--- config.mk ---
export PLATFORM = sky130hd
export DESIGN_NAME = intc_core
export DESIGN_NICKNAME = d
export VERILOG_FILES = /design/src/inc/intc_pkg.sv /design/src/logic/intc_core.sv
export SDC_FILE = /design/constraint.sdc
export NUM_CORES = 1
export LEC_CHECK = 0
export ABC_CLOCK_PERIOD_IN_PS = 2400
export BUFFER_PORTS_ARGS = -buffer_cell sky130_fd_sc_hd__buf_2
export CORE_MARGIN = 1.5
export CORE_UTILIZATION = 30
export DETAILED_ROUTE_END_ITERATION = 8
export GPL_TIMING_DRIVEN = 0
export PLACE_DENSITY = 0.45
export SKIP_LAST_GASP = 1
export SYNTH_ARGS = -nofsm -noshare
export SYNTH_HDL_FRONTEND = slang
export SYNTH_SLANG_ARGS = --single-unit
--- constraint.sdc ---
create_clock -name i_clk -period 2.4 [get_ports i_clk]
set_input_delay 0.36 -clock i_clk [delete_from_list [all_inputs] [get_ports i_clk]]
set_output_delay 0.36 -clock i_clk [all_outputs]
set_load 0.02 [all_outputs]
--- src/inc/intc_pkg.sv ---
// Functional notes
// wakeup pin falling edge sets its flag
// wakeup enable bit zero blocks wakeup requests
// all wakeup pins share vector nine
// edge select picks each external pin edge
// selected external edge sets external flag
// external pins vectors four to eight, ordered
// twenty peripheral flags, enables, vectors ten-twenty
// mask bit one blocks every source
// acceptance sets the mask bit
// flags set only while source enabled; wakeup and function-switch flags are set regardless of ien1
// highest priority pending wins, others wait
// accept only when mask bit clear
// stack counter and codes after instruction
// fetch vector, start handler there
// response timing four, two, four, four
// clear colliding with request still serviced
// software clears only while masked
// word accesses force address bit zero
// codes stacked as word, even byte restored
// external function switch low sets flag
// wakeup function enable while low sets flag
// clear right after function write ignored
// flags cleared only by writing zero
// edge select zero falling, one rising
`default_nettype none
package intc_pkg;
  // ----------------------------------------------------------------
  // register map
  // ----------------------------------------------------------------
  localparam logic [7:0] OFS_IEN1 = 8'h00;
  localparam logic [7:0] OFS_IEN2 = 8'h04;
  localparam logic [7:0] OFS_IFL1 = 8'h08;
  localparam logic [7:0] OFS_IFL2 = 8'h0c;
  localparam logic [7:0] OFS_WKF = 8'h10;
  localparam logic [7:0] OFS_ESEL = 8'h14;
  localparam logic [7:0] OFS_PF1 = 8'h18;
  localparam logic [7:0] OFS_PF2 = 8'h1c;
  localparam logic [7:0] OFS_PF5 = 8'h20;
  localparam logic [7:0] OFS_CCR = 8'h24;
  localparam logic [7:0] OFS_STAT = 8'h28;
  localparam int WKEN_BIT = 5;
  localparam int IBIT = 7;
  localparam logic [7:0] CCR_RST = 8'h80;
  localparam logic [31:0] REG_RST = 32'h0000_0000;
  // ----------------------------------------------------------------
  // vectors and response timing in states
  // ----------------------------------------------------------------
  localparam logic [4:0] VEC_EXT0 = 5'h04;
  localparam logic [4:0] VEC_WAKE = 5'h09;
  localparam logic [4:0] VEC_PER0 = 5'h0a;
  localparam int PER_VECS = 11;
  localparam logic [3:0] STACK_ST = 4'h4;
  localparam logic [3:0] VECF_ST = 4'h2;
  localparam logic [3:0] IFETCH_ST = 4'h4;
  localparam logic [3:0] INTRN_ST = 4'h4;
  localparam logic [15:0] WORD_BYTES = 16'h0002;

  typedef enum logic [2:0] {
    ST_IDLE, ST_WAIT, ST_STACK, ST_VEC, ST_IFETCH, ST_INTRN
  } seq_t;

  typedef struct packed {
    logic insn_done;
    logic [15:0] pc;
    logic [15:0] sp;
    logic [15:0] vec_data;
    logic return_from_exception;
    logic [15:0] rte_word;
  } cpu_in_t;

  typedef struct packed {
    logic stack_we;
    logic vec_rd;
    logic [15:0] addr;
    logic [15:0] wdata;
    logic go;
    logic [15:0] handler_pc;
    logic [15:0] sp_new;
    logic ibit;
  } cpu_out_t;
endpackage
`default_nettype wire

--- src/logic/intc_core.sv ---
// The AXI4-Lite interface to the registers and the address map were left to the implementer.
`default_nettype none
module intc_core #(
  parameter int N_WAKE = 8,
  parameter int N_EXT = 5,
  parameter int N_PER = 20
) (
  input wire logic i_clk,
  input wire logic i_rstn,
  input wire logic [7:0] i_wakeup_pins,
  input wire logic [4:0] i_ext_request_pins,
  input wire logic [19:0] i_periph_evt,
  input wire intc_pkg::cpu_in_t i_cpu,
  output intc_pkg::cpu_out_t o_cpu,
  input wire logic [7:0] awaddr,
  input wire logic awvalid,
  output logic awready,
  input wire logic [31:0] wdata,
  input wire logic [3:0] wstrb,
  input wire logic wvalid,
  output logic wready,
  output logic [1:0] bresp,
  output logic bvalid,
  input wire logic bready,
  input wire logic [7:0] araddr,
  input wire logic arvalid,
  output logic arready,
  output logic [31:0] rdata,
  output logic [1:0] rresp,
  output logic rvalid,
  input wire logic rready
);
  import intc_pkg::*;

  // ----------------------------------------------------------------
  // state
  // ----------------------------------------------------------------
  typedef struct packed {
    seq_t state;
    logic [3:0] cnt;
    logic [4:0] vec;
    logic [15:0] pc;
    logic [15:0] sp;
    logic [7:0] ccr_saved;
    logic aw_got;
    logic w_got;
    logic [7:0] awaddr;
    logic [31:0] wdata;
    logic [3:0] wstrb;
    logic bvalid;
    logic [1:0] bresp;
    logic rvalid;
    logic [31:0] rdata;
    logic [1:0] rresp;
    logic [5:0] ien1;
    logic [19:0] ien2;
    logic [4:0] ifl1;
    logic [19:0] ifl2;
    logic [7:0] wkf;
    logic [4:0] esel;
    logic [7:0] pf1;
    logic [7:0] pf2;
    logic [7:0] pf5;
    logic [7:0] condition_code_reg;
    logic pf_recent;
    logic [7:0] wk_s1;
    logic [7:0] wk_s2;
    logic [7:0] wk_s3;
    logic [4:0] ex_s1;
    logic [4:0] ex_s2;
    logic [4:0] ex_s3;
    logic [4:0] ext_fn_d;
    logic [7:0] wk_fn_d;
    cpu_out_t cpu;
  } state_t;

  state_t s_r;
  state_t s_nxt;

  function automatic logic [4:0] per_vec(input int i);
    per_vec = VEC_PER0 + 5'((i * PER_VECS) / N_PER);
  endfunction

  function automatic logic [31:0] bmask(input logic [3:0] strb);
    bmask = {{8{strb[3]}}, {8{strb[2]}}, {8{strb[1]}}, {8{strb[0]}}};
  endfunction

  function automatic logic [31:0] merge(input logic [31:0] old,
      input logic [31:0] nv, input logic [3:0] strb);
    merge = (old & ~bmask(strb)) | (nv & bmask(strb));
  endfunction

  logic [4:0] ext_fn;
  logic [4:0] ext_set;
  logic [7:0] wk_set;
  logic [19:0] per_set;
  logic sel_ok;
  logic [4:0] sel_vec;
  logic wr_go;
  logic [31:0] m;
  logic [7:0] st_code;

  assign ext_fn = {s_r.pf2[4], s_r.pf1[3:1], s_r.pf2[0]};

  // ----------------------------------------------------------------
  // next state
  // ----------------------------------------------------------------
  always_comb begin
    s_nxt = s_r;
    sel_ok = 1'b0;
    sel_vec = 5'h00;
    m = 32'h0000_0000;
    st_code = 8'h00;
    // pin synchronisers, edge detection reads only stages 2 and 3
    s_nxt.wk_s1 = i_wakeup_pins;
    s_nxt.wk_s2 = s_r.wk_s1;
    s_nxt.wk_s3 = s_r.wk_s2;
    s_nxt.ex_s1 = i_ext_request_pins;
    s_nxt.ex_s2 = s_r.ex_s1;
    s_nxt.ex_s3 = s_r.ex_s2;
    for (int i = 0; i < N_WAKE; i++) begin
      // wakeup falling edge
      wk_set[i] = s_r.pf5[i] && s_r.wk_s3[i] && !s_r.wk_s2[i];
      // wakeup enable while low
      if (s_r.pf5[i] && !s_r.wk_fn_d[i] && !s_r.wk_s2[i]) begin
        wk_set[i] = 1'b1;
      end
    end
    for (int i = 0; i < N_EXT; i++) begin
      // edge choice per pin
      // enabled edge sets flag
      ext_set[i] = s_r.ien1[i] && ext_fn[i] && (s_r.esel[i] ?
          (!s_r.ex_s3[i] && s_r.ex_s2[i]) :
          (s_r.ex_s3[i] && !s_r.ex_s2[i]));
      // function switch while low
      if (!s_r.ex_s2[i] && ((ext_fn[i] && !s_r.ext_fn_d[i] &&
          !s_r.esel[i]) || (!ext_fn[i] && s_r.ext_fn_d[i] &&
          s_r.esel[i]))) begin
        ext_set[i] = 1'b1;
      end
    end
    // peripheral flags gated by enables
    per_set = i_periph_evt & s_r.ien2;
    s_nxt.ext_fn_d = ext_fn;
    s_nxt.wk_fn_d = s_r.pf5;

    // ---------------- register bus ----------------
    if (awvalid && !s_r.aw_got && !s_r.bvalid) begin
      s_nxt.aw_got = 1'b1;
      s_nxt.awaddr = awaddr;
    end
    if (wvalid && !s_r.w_got && !s_r.bvalid) begin
      s_nxt.w_got = 1'b1;
      s_nxt.wdata = wdata;
      s_nxt.wstrb = wstrb;
    end
    if (s_r.bvalid && bready) begin
      s_nxt.bvalid = 1'b0;
    end
    wr_go = s_r.aw_got && s_r.w_got && !s_r.bvalid;
    if (wr_go) begin
      s_nxt.aw_got = 1'b0;
      s_nxt.w_got = 1'b0;
      s_nxt.bvalid = 1'b1;
      s_nxt.bresp = 2'b00;
      s_nxt.pf_recent = 1'b0;
      // zero clears, one keeps
      m = s_r.wdata | ~bmask(s_r.wstrb);
      if (s_r.awaddr == OFS_IEN1) begin
        s_nxt.ien1 = 6'(merge(32'(s_r.ien1), s_r.wdata, s_r.wstrb));
      end else if (s_r.awaddr == OFS_IEN2) begin
        s_nxt.ien2 = 20'(merge(32'(s_r.ien2), s_r.wdata, s_r.wstrb));
      end else if (s_r.awaddr == OFS_IFL1) begin
        // clear right after function write lost
        if (!s_r.pf_recent) s_nxt.ifl1 = s_r.ifl1 & m[4:0];
      end else if (s_r.awaddr == OFS_IFL2) begin
        s_nxt.ifl2 = s_r.ifl2 & m[19:0];
      end else if (s_r.awaddr == OFS_WKF) begin
        // same guard for wakeup flags
        if (!s_r.pf_recent) s_nxt.wkf = s_r.wkf & m[7:0];
      end else if (s_r.awaddr == OFS_ESEL) begin
        s_nxt.esel = 5'(merge(32'(s_r.esel), s_r.wdata, s_r.wstrb));
      end else if (s_r.awaddr == OFS_PF1) begin
        s_nxt.pf1 = 8'(merge(32'(s_r.pf1), s_r.wdata, s_r.wstrb));
        s_nxt.pf_recent = 1'b1;
      end else if (s_r.awaddr == OFS_PF2) begin
        s_nxt.pf2 = 8'(merge(32'(s_r.pf2), s_r.wdata, s_r.wstrb));
        s_nxt.pf_recent = 1'b1;
      end else if (s_r.awaddr == OFS_PF5) begin
        s_nxt.pf5 = 8'(merge(32'(s_r.pf5), s_r.wdata, s_r.wstrb));
        s_nxt.pf_recent = 1'b1;
      end else if (s_r.awaddr == OFS_CCR) begin
        s_nxt.condition_code_reg = 8'(merge(32'(s_r.condition_code_reg), s_r.wdata, s_r.wstrb));
      end else if (s_r.awaddr == OFS_STAT) begin
        s_nxt.bresp = 2'b00;
      end else begin
        s_nxt.bresp = 2'b10;
      end
    end
    // set wins over a colliding clear
    s_nxt.wkf = s_nxt.wkf | wk_set;
    s_nxt.ifl1 = s_nxt.ifl1 | ext_set;
    s_nxt.ifl2 = s_nxt.ifl2 | per_set;

    if (s_r.rvalid && rready) begin
      s_nxt.rvalid = 1'b0;
    end
    st_code = {s_r.state, s_r.vec};
    if (arvalid && !s_r.rvalid) begin
      s_nxt.rvalid = 1'b1;
      s_nxt.rresp = 2'b00;
      if (araddr == OFS_IEN1) begin
        s_nxt.rdata = 32'(s_r.ien1);
      end else if (araddr == OFS_IEN2) begin
        s_nxt.rdata = 32'(s_r.ien2);
      end else if (araddr == OFS_IFL1) begin
        s_nxt.rdata = 32'(s_r.ifl1);
      end else if (araddr == OFS_IFL2) begin
        s_nxt.rdata = 32'(s_r.ifl2);
      end else if (araddr == OFS_WKF) begin
        s_nxt.rdata = 32'(s_r.wkf);
      end else if (araddr == OFS_ESEL) begin
        s_nxt.rdata = 32'(s_r.esel);
      end else if (araddr == OFS_PF1) begin
        s_nxt.rdata = 32'(s_r.pf1);
      end else if (araddr == OFS_PF2) begin
        s_nxt.rdata = 32'(s_r.pf2);
      end else if (araddr == OFS_PF5) begin
        s_nxt.rdata = 32'(s_r.pf5);
      end else if (araddr == OFS_CCR) begin
        s_nxt.rdata = 32'(s_r.condition_code_reg);
      end else if (araddr == OFS_STAT) begin
        s_nxt.rdata = 32'(st_code);
      end else begin
        s_nxt.rdata = REG_RST;
        s_nxt.rresp = 2'b10;
      end
    end

    // ---------------- priority select ----------------
    // scan lowest priority first, last hit wins
    for (int i = N_PER - 1; i >= 0; i--) begin
      if (s_r.ifl2[i] && s_r.ien2[i]) begin
        sel_ok = 1'b1;
        sel_vec = per_vec(i);
      end
    end
    // one shared wakeup vector
    if (|s_r.wkf && s_r.ien1[WKEN_BIT]) begin
      sel_ok = 1'b1;
      sel_vec = VEC_WAKE;
    end
    // pin 0 highest
    for (int i = N_EXT - 1; i >= 0; i--) begin
      if (s_r.ifl1[i] && s_r.ien1[i]) begin
        sel_ok = 1'b1;
        sel_vec = VEC_EXT0 + 5'(i);
      end
    end

    // ---------------- exception sequence ----------------
    s_nxt.cpu.stack_we = 1'b0;
    s_nxt.cpu.vec_rd = 1'b0;
    s_nxt.cpu.go = 1'b0;
    s_nxt.cnt = s_r.cnt + 4'h1;
    case (s_r.state)
      ST_IDLE: begin
        s_nxt.cnt = 4'h0;
        // mask bit holds requests pending
        if (sel_ok && !s_r.condition_code_reg[IBIT]) begin
          s_nxt.state = ST_WAIT;
          s_nxt.vec = sel_vec;
          s_nxt.ccr_saved = s_r.condition_code_reg;
          // mask further interrupts
          s_nxt.condition_code_reg[IBIT] = 1'b1;
        end
      end
      ST_WAIT: begin
        s_nxt.cnt = 4'h0;
        // wait for instruction end
        if (i_cpu.insn_done) begin
          s_nxt.state = ST_STACK;
          s_nxt.pc = i_cpu.pc;
          s_nxt.sp = i_cpu.sp;
        end
      end
      ST_STACK: begin
        // even-aligned word pushes
        if (s_r.cnt == 4'h0) begin
          s_nxt.cpu.stack_we = 1'b1;
          s_nxt.cpu.addr = (s_r.sp - WORD_BYTES) & 16'hfffe;
          s_nxt.cpu.wdata = s_r.pc;
        end else if (s_r.cnt == 4'h2) begin
          s_nxt.cpu.stack_we = 1'b1;
          s_nxt.cpu.addr = (s_r.sp - 16'(2 * WORD_BYTES)) & 16'hfffe;
          s_nxt.cpu.wdata = {s_r.ccr_saved, s_r.ccr_saved};
        end
        // stacking states
        if (s_r.cnt == STACK_ST - 4'h1) begin
          s_nxt.state = ST_VEC;
          s_nxt.cnt = 4'h0;
          s_nxt.cpu.sp_new = (s_r.sp - 16'(2 * WORD_BYTES)) & 16'hfffe;
        end
      end
      ST_VEC: begin
        // vector table read, one word per vector
        s_nxt.cpu.vec_rd = 1'b1;
        s_nxt.cpu.addr = {10'h000, s_r.vec, 1'b0};
        // vector fetch states
        if (s_r.cnt == VECF_ST - 4'h1) begin
          s_nxt.state = ST_IFETCH;
          s_nxt.cnt = 4'h0;
        end
      end
      ST_IFETCH: begin
        // handler address captured
        if (s_r.cnt == 4'h0) s_nxt.cpu.handler_pc = i_cpu.vec_data;
        if (s_r.cnt == IFETCH_ST - 4'h1) begin
          s_nxt.state = ST_INTRN;
          s_nxt.cnt = 4'h0;
        end
      end
      ST_INTRN: begin
        // internal states then handler starts
        if (s_r.cnt == INTRN_ST - 4'h1) begin
          s_nxt.state = ST_IDLE;
          s_nxt.cnt = 4'h0;
          s_nxt.cpu.go = 1'b1;
        end
      end
      default: begin
        s_nxt.state = ST_IDLE;
      end
    endcase
    // return restores even byte only
    if (i_cpu.return_from_exception) s_nxt.condition_code_reg = i_cpu.rte_word[15:8];
    s_nxt.cpu.ibit = s_nxt.condition_code_reg[IBIT];
  end

  // ----------------------------------------------------------------
  // registers
  // ----------------------------------------------------------------
  always_ff @(posedge i_clk or negedge i_rstn) begin
    if (!i_rstn) begin
      s_r <= '0;
      s_r.condition_code_reg <= CCR_RST;
      s_r.cpu.ibit <= CCR_RST[IBIT];
      // pins idle high, so no false edge after reset
      s_r.wk_s1 <= 8'hff;
      s_r.wk_s2 <= 8'hff;
      s_r.wk_s3 <= 8'hff;
      s_r.ex_s1 <= 5'h1f;
      s_r.ex_s2 <= 5'h1f;
      s_r.ex_s3 <= 5'h1f;
    end else begin
      s_r <= s_nxt;
    end
  end

  assign o_cpu = s_r.cpu;
  assign awready = !s_r.aw_got && !s_r.bvalid;
  assign wready = !s_r.w_got && !s_r.bvalid;
  assign bvalid = s_r.bvalid;
  assign bresp = s_r.bresp;
  assign arready = !s_r.rvalid;
  assign rvalid = s_r.rvalid;
  assign rdata = s_r.rdata;
  assign rresp = s_r.rresp;
endmodule // intc_core
`default_nettype wire

# == Word-level counts from Yosys, hierarchy flattened ==
# Index checks and enable logic that the tools add are counted.
# classes
n_addsub,3
n_eq_ne,44
muxes,153
bitwise_logic,32
n_reduce_logical,194
# ops
operator,n
2-to-1 mux 71 bit,3
2-to-1 mux 5 bit,29
2-to-1 mux 8 bit,15
logical AND 1 bit,115
2-to-1 mux 20 bit,5
bitwise AND 20 bit,4
2-to-1 mux 66 bit,1
"== test 8 x 5 -> 1 bit, second input constant",8
2-to-1 mux 32 bit,2
bitwise OR 20 bit,3
2-to-1 mux 1 bit,59
"== test 8 x 6 -> 1 bit, second input constant",6
zero test 1 bit,46
2-to-1 mux 2 bit,23
2-to-1 mux 46 bit,1
bitwise AND 8 bit,5
bitwise OR 8 bit,5
2-to-1 mux 38 bit,1
2-to-1 mux 35 bit,1
2-to-1 mux 33 bit,1
"== test 8 x 4 -> 1 bit, second input constant",4
one-hot mux 16 bit (2 select lines),1
"inequality test 2 bit, second input constant",15
2-to-1 mux 7 bit,4
other kinds (36),69
# totals
regBits,338
input_bits,158
output_inout_bits,109
word_cells,469

# == Depth between registers and ports, before layout ==
# Gate-level depths: netlist of the first run.
# depth
word_depth,31
ltp_mapped,8

# == Worst setup path after synthesis of the first run ==
# No wires, ideal clock.
# synth_timing
path_type,register to register
start,register s_r[161] (netlist bit)
end,register s_r[307] (netlist bit)
setup_ns,0.125
arrival_ns,2.043
required_time_ns,2.275
path_slack_ns,0.232
path_stages_with_launch,7
period_less_slack_ns,2.168
cell_sequence,dfrtp_1 > or4_4 > o21ai_2 > nand4b_2 > o31ai_4 > buf_6 > mux2_4
# synth_via
elab_chain_len,10
# synth_rtl
item,line,source
from (decl),intc_core.sv:77,state_t s_r;
from (signal assigned),intc_core.sv:356,s_r <= s_nxt;
OR reduction 8 bit,intc_core.sv:249,if (|s_r.wkf && s_r.ien1[WKEN_BIT]) begin
logical AND 1 bit,intc_core.sv:249,
2-to-1 mux 1 bit,intc_core.sv:249,
2-to-1 mux 1 bit (5 in a row),intc_core.sv:255,if (s_r.ifl1[i] && s_r.ien1[i]) begin
logical AND 1 bit,intc_core.sv:270,if (sel_ok && !s_r.condition_code_reg[IBIT]) begin
AND reduction 2 bit (no line),-,
# Every way passes these cells.
# A chain may end at the register's enable or synchronous reset.

# == Worst setup path after layout of the first run ==
# layout_timing
start,register s_r[165] (netlist bit)
end,register s_r[305] (netlist bit)
# The elaborated chain is that of the path after synthesis.

==> results of run 1 <==
-- timing repair --
| action | CTS | global route |
|---|---|---|
| endpoints found under the setup margin | 75 | 67 |
| buffers inserted | 4 | 5 |
| endpoints found under the hold margin | 103 | 0 |
| hold buffers | 26 | 0 |
| pin swaps | 3 | 5 |
| resized for setup | 6 | 27 |
-- power groups by stage --
stage / combinational (mW) / clock [mW] / sequential [mW]
after floorplan: 5.23 / 0 / 7.90
after CTS: 7.24 / 6.06 / 8.39
after detailed placement: 7.12 / 0 / 8.47
after global routing: 8.04 / 6.28 / 8.64
after global placement: 7.02 / 0 / 8.43
final: 7.24 / 5.84 / 8.41
-- synthesized netlist by cell type, drive strengths merged, types with 4 or more instances --
cell and count:
a2111oi 6, a21o 4, a21oi 45, a221oi 13, a22oi 22, a31oi 6
and2 17, and3 9, buf 119, clkbuf 39, dfrtp 282, dfstp 40
ha 7, inv 21, mux2 141, mux2i 19, nand2 162, nand2b 20
nand3 25, nand3b 11, nand4 6, nand4b 7, nor2 78, nor2b 11
nor3 13, nor4 8, o21ai 129, o221ai 4, o22ai 7, o31ai 8
or3 6, xnor2 18, xor2 11
-- per-layer routing --
metal  vias to the layer above  global-route usage [%]  share of wire, %
met1                      5467                    23.2                46
met4                         0                    6.80               3.1
met5                         -                       0                 0
met3                        60                    2.88               4.3
met2                       259                    27.6                47
li1                       5300                       -                 -
-- critical path: cells and delay by family, from the launching register on --
| kind | cells | cell delay, ns |
|---|---|---|
| simple gates | 2 | 0.70 |
| buf+inv | 1 | 0.19 |
| compound gates | 2 | 0.55 |
| flops | 1 | 0.41 |
| mux | 1 | 0.33 |
-- layout make-up --
class | count | share of cell area, %
multi-input combinational | 866 | 31.3
sequential | 322 | 43.4
inverter | 22 | 0.442
clock inverter | 7 | 0.455
buffer | 157 | 5.38
tap | 664 | 4.44
clock buffer | 65 | 6.29
timing repair buffer | 264 | 8.26
antenna | 3 | 0.0402
-- worst paths after layout --
| path | startpoint | slack, ns | end |
|---|---|---|---|
| max reg2reg | s_r[165] | 0.11 | s_r[305] |
| min reg2reg | s_nxt[86] | 0.35 | s_nxt[81] |
| min | i_periph_evt[0] | 0.03 | s_r[166] |
| max | s_r[165] | 0.11 | s_r[305] |
| max in group asynchronous | i_rstn | 0.85 | s_r[180] |
| min in group asynchronous | i_rstn | 0.45 | o_cpu[29] |
-- cells in the final DEF, fill, tap and decap left out, drive strengths merged, types with 16 or more instances in the layout --
cell,count
conb,16
dfrtp,282
nand2b,20
xnor2,18
and2,17
nand3,25
nand2,162
inv,21
a22oi,22
mux2,141
dfstp,40
clkbuf,103
a21oi,45
dlygate4sd3,26
mux2i,19
buf,357
nor2,78
o21ai,129
-- cell families (layout without fill, tap and decap cells) --
family                     count (synthesis)  after routing  synth area share [%]
other                                      1             19                0.0252
buffers and inverters                    180            515                  7.30
xor gates and xnor gates                  29             29                  1.71
AOI/OAI and AO/OA                        267            267                  11.1
DFF                                      322            322                  54.5
and+or+nand+nor                          386            386                  12.7
adders and majority gates                  7              7                 0.588
muxes                                    161            161                  12.1
-- metrics by stage --
step | instances | util (%) | worst slack [ns] | setup TNS [ns] | power, mW
6_report | 2370 | 38.2 | 0.107 | 0 | 21.5
5_1_grt | 2369 | 38.2 | -0.0476 | -0.589 | 23.0
4_1_cts | 2362 | 37.9 | 0.0136 | 0 | 21.7
3_5_place_dp | 2261 | 34.7 | -0.472 | -14.99 | 15.6
3_3_place_gp | 2259 | 34.5 | -5.65 | -1732.15 | 15.5
2_1_floorplan | 1368 | - | 0.232 | 0 | 13.1
==> out/metrics.cfg, run 1 <==
[status]
outcome = complete, no violations

[cells_and_area]
stdcell_area_um2 = 18700
fillers = 5018
register_area_um2 = 8110
multi_input_area_um2 = 5860
syn_to_final_growth_pct = 25.6
final_nets = 1838
drive_gt1_share_pct = 36.9

[timing]
hold_slack_ns = 0.0295
setup_viol = 0
rsz0062_at_grt = yes
timing.fmax_ghz = 0.436
relSlewSlack_pct = 20.4
drv_slew = 0
fin_crit_sh_pct = 95.5
finalHoldViolations = 0
finClkSkew_ns = 0.00940
tightest_slew_ns = 1.18
fin_crit_ns = 2.29

[pwr]
worst_ir_drop_vdd_uv = 487
seqPwrFrac_pct = 39.1
combPwrFrac_pct = 33.7
p_sw_mw = 7.56
switching_share_pct = 35.2
power_density_nw_per_um2 = 1150
power.internal_mw = 13.9
clockPowerShare_pct = 27.2
p_leak_nw = 8.48

[synth]
async_flop_share_pct = 100
ys.flop_type = dfrtp_1
syn_avg_cell_area_um2 = 11.0
synth_area_um2 = 14900
synth_warnings = 0
ys_seq_area_share_pct = 54.5
synth_area_leaders = dfrtp_1, mux2_2, dfstp_2, buf_4, o21ai_0
synth_cells = 1353
synth_cell_type_count = 75
ys_ff_latch = 322
synth_edf_count = 0
synth.largest_area_cell = dfrtp_1
yosysTopAreaCellShare_pct = 47.4

[drt]
vias = 11100
ant_nets = 0
post_drt_via_cell_ratio = 4.68
drtIter0Drc = 726
wl_per_cell_um = 18.4
totalWireLength_um = 43600
first_pass_iters = 5
drc = 0

[grt]
first_global_vias = 11100
grt_pass1_wl_um = 66900
grt_max_degree = 117
antenna_found_initial = 3
grt_util_all_layers_pct = 17.2
overflow = 0

[clock_network]
cts_tree = done
cts_sinks = 322
clk_pin_slew_ns = 0.06
h-tree-depth = 2
cts_root_buf = clkbuf_16
cts_buffers = 40
cts.path.max_buffers = 3
clk-insertion-delay-late_ns = 0.54

[worst_setup_path]
reg2reg_depth = 6
path_class = flop to flop
worstSetupStartpointType = flop
crit_required_ns = 2.82
endpoint_kind = flop
path_cells = or4_4 -> o21ai_4 -> nand4b_4 -> o31ai_4 -> buf_6 -> mux2_2
arrival_ns = 2.72
slowest_delay_ns = 0.57
critPathMaxFanout = 6
slowest_stage = or4_4

[placed_design]
place_area_um2 = 17000
place_congestion = 0.822
portBuffers = 227
dp_hpwl_um = 32500

[floorplan]
die-area_um2 = 51000
die_w_um = 226
pin_count = 267
core_um2 = 49000
fp-row-count = 81
fp.dieH_um = 226
start_util_pct = 30.4

[min_path]
holdPathStages = 3
hp-class = primary input to flop

[run]
maxCapViolCount = 0

Note: power is estimated with default switching activity, not from simulation.
==> run 2: changes to the inputs <==
--- a/config.mk
+++ b/config.mk
@@ -9,6 +9,7 @@
 export BUFFER_PORTS_ARGS = -buffer_cell sky130_fd_sc_hd__buf_2
 export CORE_MARGIN = 1.5
 export CORE_UTILIZATION = 30
+export CTS_BUF_LIST = sky130_fd_sc_hd__clkbuf_4 sky130_fd_sc_hd__clkbuf_8 sky130_fd_sc_hd__clkbuf_16
 export DETAILED_ROUTE_END_ITERATION = 8
 export GPL_TIMING_DRIVEN = 0
 export PLACE_DENSITY = 0.45
==> run 2 against run 1 <==
Net effect:
- die area unchanged
- critical endpoint unchanged
- via count about the same
- non-clock buffer count unchanged
- register-to-register slack about the same
- highest routed layer unchanged
- clock power up 3.4%
- critical path depth unchanged
==> out/metrics.cfg, run 2 (synthesis results as in run 1) <==
[worst_setup_path]
r2r_slack_ns = 0.11  ; about the same
cp-startpoint = s_r[165]
endpoint_kind = flop
critPathCapture = s_r[305]
path_class = flop to flop
reg2reg_from = s_r[165]
crit_required_ns = 2.83  ; about the same
rr_endpoint = s_r[305]
arrival_ns = 2.72  ; about the same
worstSetupStartpointType = flop
reg2reg_depth = 6  ; unchanged
critPathMaxFanout = 6  ; unchanged

[cells_and_area]
final_common_cell = dfrtp_1
final_nets = 1838  ; unchanged
final_cell_mix = dfrtp_1, buf_2, nand2_1
fin_util_pct = 38.3  ; +0.14 points
syn_to_final_growth_pct = 26.1
fillers = 5000  ; -0.36%
layoutNonFillerInstCount = 2370  ; unchanged
drive_gt1_share_pct = 38.0  ; +1.1 points

[timing]
hold_slack_ns = 0.0284  ; -0.00113 ns
setup_viol = 0  ; unchanged
tightest_slew_ns = 1.16  ; -0.0225 ns
finalHoldViolations = 0  ; unchanged
relSlewSlack_pct = 21.9  ; +1.5 points
fin_crit_ns = 2.29  ; +0.00107 ns
setup_ws_ns = 0.106  ; -0.00107 ns
finClkSkew_ns = 0.0102  ; +0.000843 ns
timing.fmax_ghz = 0.436  ; about the same
rsz0062_at_grt = yes
drv_slew = 0  ; unchanged
fin_crit_sh_pct = 95.6  ; about the same

[min_path]
hp-class = primary input to flop

[placed_design]
pre_cts_ws_ns = -0.472  ; unchanged
dp_hpwl_um = 32500  ; unchanged
dp.cells = 2261  ; unchanged
portBuffers = 227  ; unchanged
place_congestion = 0.822  ; unchanged

[drt]
first_pass_iters = 5  ; unchanged
wl_met1_um = 20000  ; -0.40%
post_drt_via_cell_ratio = 4.68  ; about the same
wl_met2_um = 20400  ; +0.19%
highest_layer = met4
wl_met3_um = 1790  ; -4.6%
drc = 0  ; unchanged
drtIter0Drc = 639  ; -12%
ant_nets = 0  ; unchanged
wl_per_cell_um = 18.3  ; -0.29%
totalWireLength_um = 43400  ; -0.29%
vias = 11100  ; -0.054%

[floorplan]
core_um2 = 49000  ; unchanged
fp.dieH_um = 226  ; unchanged
pin_count = 267  ; unchanged
fp-row-count = 81  ; unchanged
die_w_um = 226  ; unchanged
start_util_pct = 30.4  ; unchanged
die-area_um2 = 51000  ; unchanged

[clock_network]
h-tree-depth = 2  ; unchanged
clk_pin_slew_ns = 0.06  ; about the same
clk-insertion-delay-late_ns = 0.55  ; about the same
cts.path.max_buffers = 3  ; unchanged
cts_buffers = 40  ; unchanged
cts_sinks = 322  ; unchanged
cts_tree = done
cts_root_buf = clkbuf_16

[pwr]
finalPower_mw = 21.7  ; +0.94%
worst_ir_drop_vdd_uv = 490  ; +0.51%
p_leak_nw = 8.54  ; +0.73%
power_density_nw_per_um2 = 1160  ; +0.57%

[status]
outcome = complete, no violations

[grt]
grt_max_degree = 117  ; unchanged
grt_pass1_wl_um = 67000  ; +0.13%
overflow = 0  ; unchanged
antenna_found_initial = 3  ; unchanged
first_global_vias = 11100  ; +0.099%
grt_util_all_layers_pct = 17.3  ; about the same

[run]
maxCapViolCount = 0  ; unchanged

[run 2: per-layer routing]
layer,vias to the layer above,global-route usage [%]
li1,5296,-
met1,5484,23.2
met2,240,27.6
met3,60,2.89
met4,0,6.80
met5,-,0
[run 2: critical path, cell delays in order (launching register included)]
cell	delay, ns
dfrtp_1	0.41
or4_4	0.57
o21ai_4	0.24
nand4b_4	0.13
o31ai_4	0.31
buf_6	0.19
mux2_2	0.33
[run 2: through the flow]
stage               area [um2]  TNS (ns)
finish                   18800         0
global route             18800    -0.590
CTS                      18600         0
detailed placement       17000    -14.99
global placement         16900  -1732.15
floorplan                14900         0
[run 2: timing repair]
action,in CTS,in global routing
hold endpoints to repair,103,0
buffers inserted,4,5
pin swaps,3,5
hold buffers,26,0
gates resized for setup,6,27
endpoints found under the setup margin,75,67
[run 2: worst min path at each step]
stage                     slack (ns)                         end        startpoint  cells after the start
final                           0.03                    s_r[184]  i_periph_evt[18]                      3
after global routing            0.02                    s_r[331]         i_cpu[55]                      2
after CTS                      0.003                    s_r[177]  i_periph_evt[11]                      3
after detailed placement        0.35                   s_nxt[84]         s_nxt[89]                      0
after global placement          0.35                   s_nxt[83]         s_nxt[88]                      0
after floorplan                 0.06  asynchronous set/reset pin            i_rstn                      0
[run 2: where the power goes]
| part | switching (mW) | internal, mW |
|---|---|---|
| logic | 3.86 | 3.38 |
| registers | 1.41 | 7.00 |
| clock network | 2.29 | 3.75 |
[run 2: cell type report]
type                       count  area [um2]  area share, %
sequential                   322        8110           43.2
clock inverter                 7        85.1          0.453
timing repair buffer         264        1550           8.23
multi-input combinational    866        5860           31.2
inverter                      22        82.6          0.440
clock buffer                  65        1240           6.63
antenna                        3        7.51         0.0400
tap                          664         831           4.43
buffer                       157        1010           5.36
==> run 3: changes to the inputs <==
--- a/config.mk
+++ b/config.mk
@@ -8,11 +8,10 @@
 export ABC_CLOCK_PERIOD_IN_PS = 2400
 export BUFFER_PORTS_ARGS = -buffer_cell sky130_fd_sc_hd__buf_2
 export CORE_MARGIN = 1.5
-export CORE_UTILIZATION = 30
+export CORE_UTILIZATION = 45
 export CTS_BUF_LIST = sky130_fd_sc_hd__clkbuf_4 sky130_fd_sc_hd__clkbuf_8 sky130_fd_sc_hd__clkbuf_16
 export DETAILED_ROUTE_END_ITERATION = 8
-export GPL_TIMING_DRIVEN = 0
-export PLACE_DENSITY = 0.45
+export PLACE_DENSITY = 0.64
 export SKIP_LAST_GASP = 1
 export SYNTH_ARGS = -nofsm -noshare
 export SYNTH_HDL_FRONTEND = slang
==> constraint.sdc (replaced) <==
create_clock -name i_clk -period 2.4 [get_ports i_clk]
set_input_delay 0.24 -clock i_clk [delete_from_list [all_inputs] [get_ports i_clk]]
set_output_delay 0.24 -clock i_clk [all_outputs]
set_load 0.02 [all_outputs]
==> run 3 against run 2 <==
Net effect:
- total power is 7.1% lower
- sequential share of layout area increased by 0.63 points
- non-clock buffer count shrank 26
- global-route usage grew 4.5 points
- critical endpoint is now o_cpu[18]
- flip-flop and latch count unchanged
- clock skew rose by 0.013 ns
- largest power group unchanged
- via count is 0.50% lower
- worst setup slack worse by 0.0054 ns
==> out/metrics.cfg, run 3 (synthesis results as in run 1) <==
[status]
outcome = complete, no violations

[grt]
grt_pass1_wl_um = 58100  ; -13%
antenna_found_initial = 0  ; -3
first_global_vias = 10900  ; -2.3%
grt_max_degree = 80  ; -32%
overflow = 0  ; unchanged
grt_util_all_layers_pct = 21.8  ; +4.5 points

[worst_setup_path]
critPathMaxFanout = 16  ; +10
crit_required_ns = 2.78  ; -0.05 ns
path_cells = inv_1 -> ha_1 -> or3b_4 -> buf_4 -> or3_1 -> buf_4 -> mux2_2
endpoint_kind = flop
arrival_ns = 2.68  ; -0.04 ns
worstSetupStartpointType = flop
slowest_stage = or3b_4
slowest_delay_ns = 0.42  ; -0.15 ns
crit_path_frequent_cell = buf_4
path_class = flop to flop

[placed_design]
portBuffers = 228  ; +0.44%
dp_hpwl_um = 26100  ; -20%
place_congestion = 0.904  ; +9.9%
dp.cells = 1925  ; -15%

[cells_and_area]
syn_to_final_growth_pct = 24.2
final_common_cell = dfrtp_1
final_cell_mix = dfrtp_1, buf_2, nand2_1
n_antenna_cell = 0  ; -3
final_nets = 1808  ; -1.6%
layoutNonFillerInstCount = 2111  ; -11%
drive_gt1_share_pct = 32.5  ; -5.5 points

[floorplan]
core_um2 = 32500  ; -34%
die_w_um = 185  ; -18%
fp-row-count = 66  ; -19%
fp.dieH_um = 185  ; -18%
start_util_pct = 45.8  ; +15 points
die-area_um2 = 34200  ; -33%
pin_count = 267  ; unchanged

[pwr]
p_leak_nw = 8.40  ; -1.7%
finalPower_mw = 20.2  ; -7.1%
worst_ir_drop_vdd_uv = 729  ; +49%
power_density_nw_per_um2 = 1090  ; -5.7%

[timing]
fin_crit_sh_pct = 95.8  ; +0.23 points
setup_viol = 0  ; unchanged
relSlewSlack_pct = 44.1  ; +22 points
rsz0062_at_grt = no
timing.fmax_ghz = 0.435  ; -0.24%
fin_crit_ns = 2.30  ; +0.00542 ns
tns_ns = 0  ; unchanged
hold_slack_ns = 0.0291  ; +0.000681 ns
tightest_slew_ns = 0.838  ; -0.323 ns
finClkSkew_ns = 0.0235  ; +0.0132 ns
drv_slew = 0  ; unchanged
finalHoldViolations = 0  ; unchanged

[drt]
first_pass_iters = 5  ; unchanged
ant_nets = 0  ; unchanged
drc = 0  ; unchanged
post_drt_via_cell_ratio = 5.22  ; +12%
drtIter0Drc = 659  ; +3.1%
totalWireLength_um = 36900  ; -15%
vias = 11000  ; -0.50%
wl_per_cell_um = 17.5  ; -4.7%

[clock_network]
clk_pin_slew_ns = 0.05  ; about the same
cts_setup_buffers = 0  ; -4
cts_root_buf = clkbuf_16
cts_sinks = 322  ; unchanged
cts_tree = done
cts_buffers = 36  ; -10%
cts.path.max_buffers = 3  ; unchanged
clk-insertion-delay-late_ns = 0.52  ; -0.03 ns
h-tree-depth = 2  ; unchanged

[run]
maxCapViolCount = 0  ; unchanged

[min_path]
hp-class = primary input to flop

==> run 3: changes by cell type in the layout (fill, tap and decap cells not counted), moves of 4 or more <==
| cell | change |
|---|---|
| clkbuf_16 | -4 |
| a22oi_2 | -4 |
| buf_2 | -6 |
| buf_12 | +6 |
| clkbuf_1 | -33 |
| a22oi_1 | +4 |
| dlygate4sd3_1 | +96 |
| clkbuf_2 | -5 |
| buf_1 | -6 |
| clkbuf_4 | -6 |
| buf_4 | -74 |
==> run 3: area by class of cell <==
class / count / area, um2
flip-flops and latches: 322 / 8110
clock inverters: 7 / 66.3
multi-input cells: 866 / 5760
well taps: 442 / 553
inverters: 22 / 82.6
fillers: 2843 / 14000
clock buffers: 57 / 1130
repair buffers: 395 / 2800
==> run 3: critical path, delay by kind of cell, from the launching register on <==
kind	cells	cell delay (ns)
multiplexers	1	0.29
buffers and inverters	3	0.50
AND/OR/NAND/NOR	2	0.76
flip-flops	1	0.41
adder cells (fa/ha/maj)	1	0.20
==> run 3: stage by stage <==
step	cell area (um2)	setup WS, ns	util [%]
2_1_floorplan	14900	0.232	-
3_3_place_gp	16100	0.168	49.4
3_5_place_dp	16100	0.108	49.4
4_1_cts	18500	0.0863	56.8
5_1_grt	18500	0.0125	56.8
6_report	18500	0.100	56.8
==> run 3: repair_timing <==
item / CTS / global route
setup endpoints to repair: 0 / 2
endpoints found under the hold margin: 403 / 0
hold buffers: 122 / 0
gates resized for setup: 0 / 1
==> run 3: path summary, 6_finish.rpt <==
path / from / to / slack [ns] / cells after the start
max in group asynchronous: i_rstn / s_nxt[101] / 1.53 / 3
setup reg to reg: s_r[347] / o_cpu[18] / 0.10 / 7
hold reg to reg: s_nxt[90] / s_nxt[85] / 0.35 / 0
setup / recovery: s_r[347] / o_cpu[18] / 0.10 / 7
hold / removal: i_cpu[12] / s_r[125] / 0.03 / 3
min in group asynchronous: i_rstn / o_cpu[25] / 0.17 / 2
==> run 3: layer usage <==
| layer | vias to the layer above | GRT usage (%) | part of all wire, % |
|---|---|---|---|
| li1 | 5225 | - | - |
| met5 | - | 0 | 0 |
| met3 | 70 | 3.28 | 5.3 |
| met2 | 343 | 35.7 | 48 |
| met4 | 0 | 7.71 | 3.0 |
| met1 | 5387 | 29.5 | 44 |
==> run 3: where the power goes <==
part / internal (mW) / switching, mW / total, mW
clock network: 3.33 / 2.12 / 5.45
registers: 6.99 / 1.51 / 8.50
logic: 2.85 / 3.35 / 6.20
total: 13.2 / 6.98 / 20.2
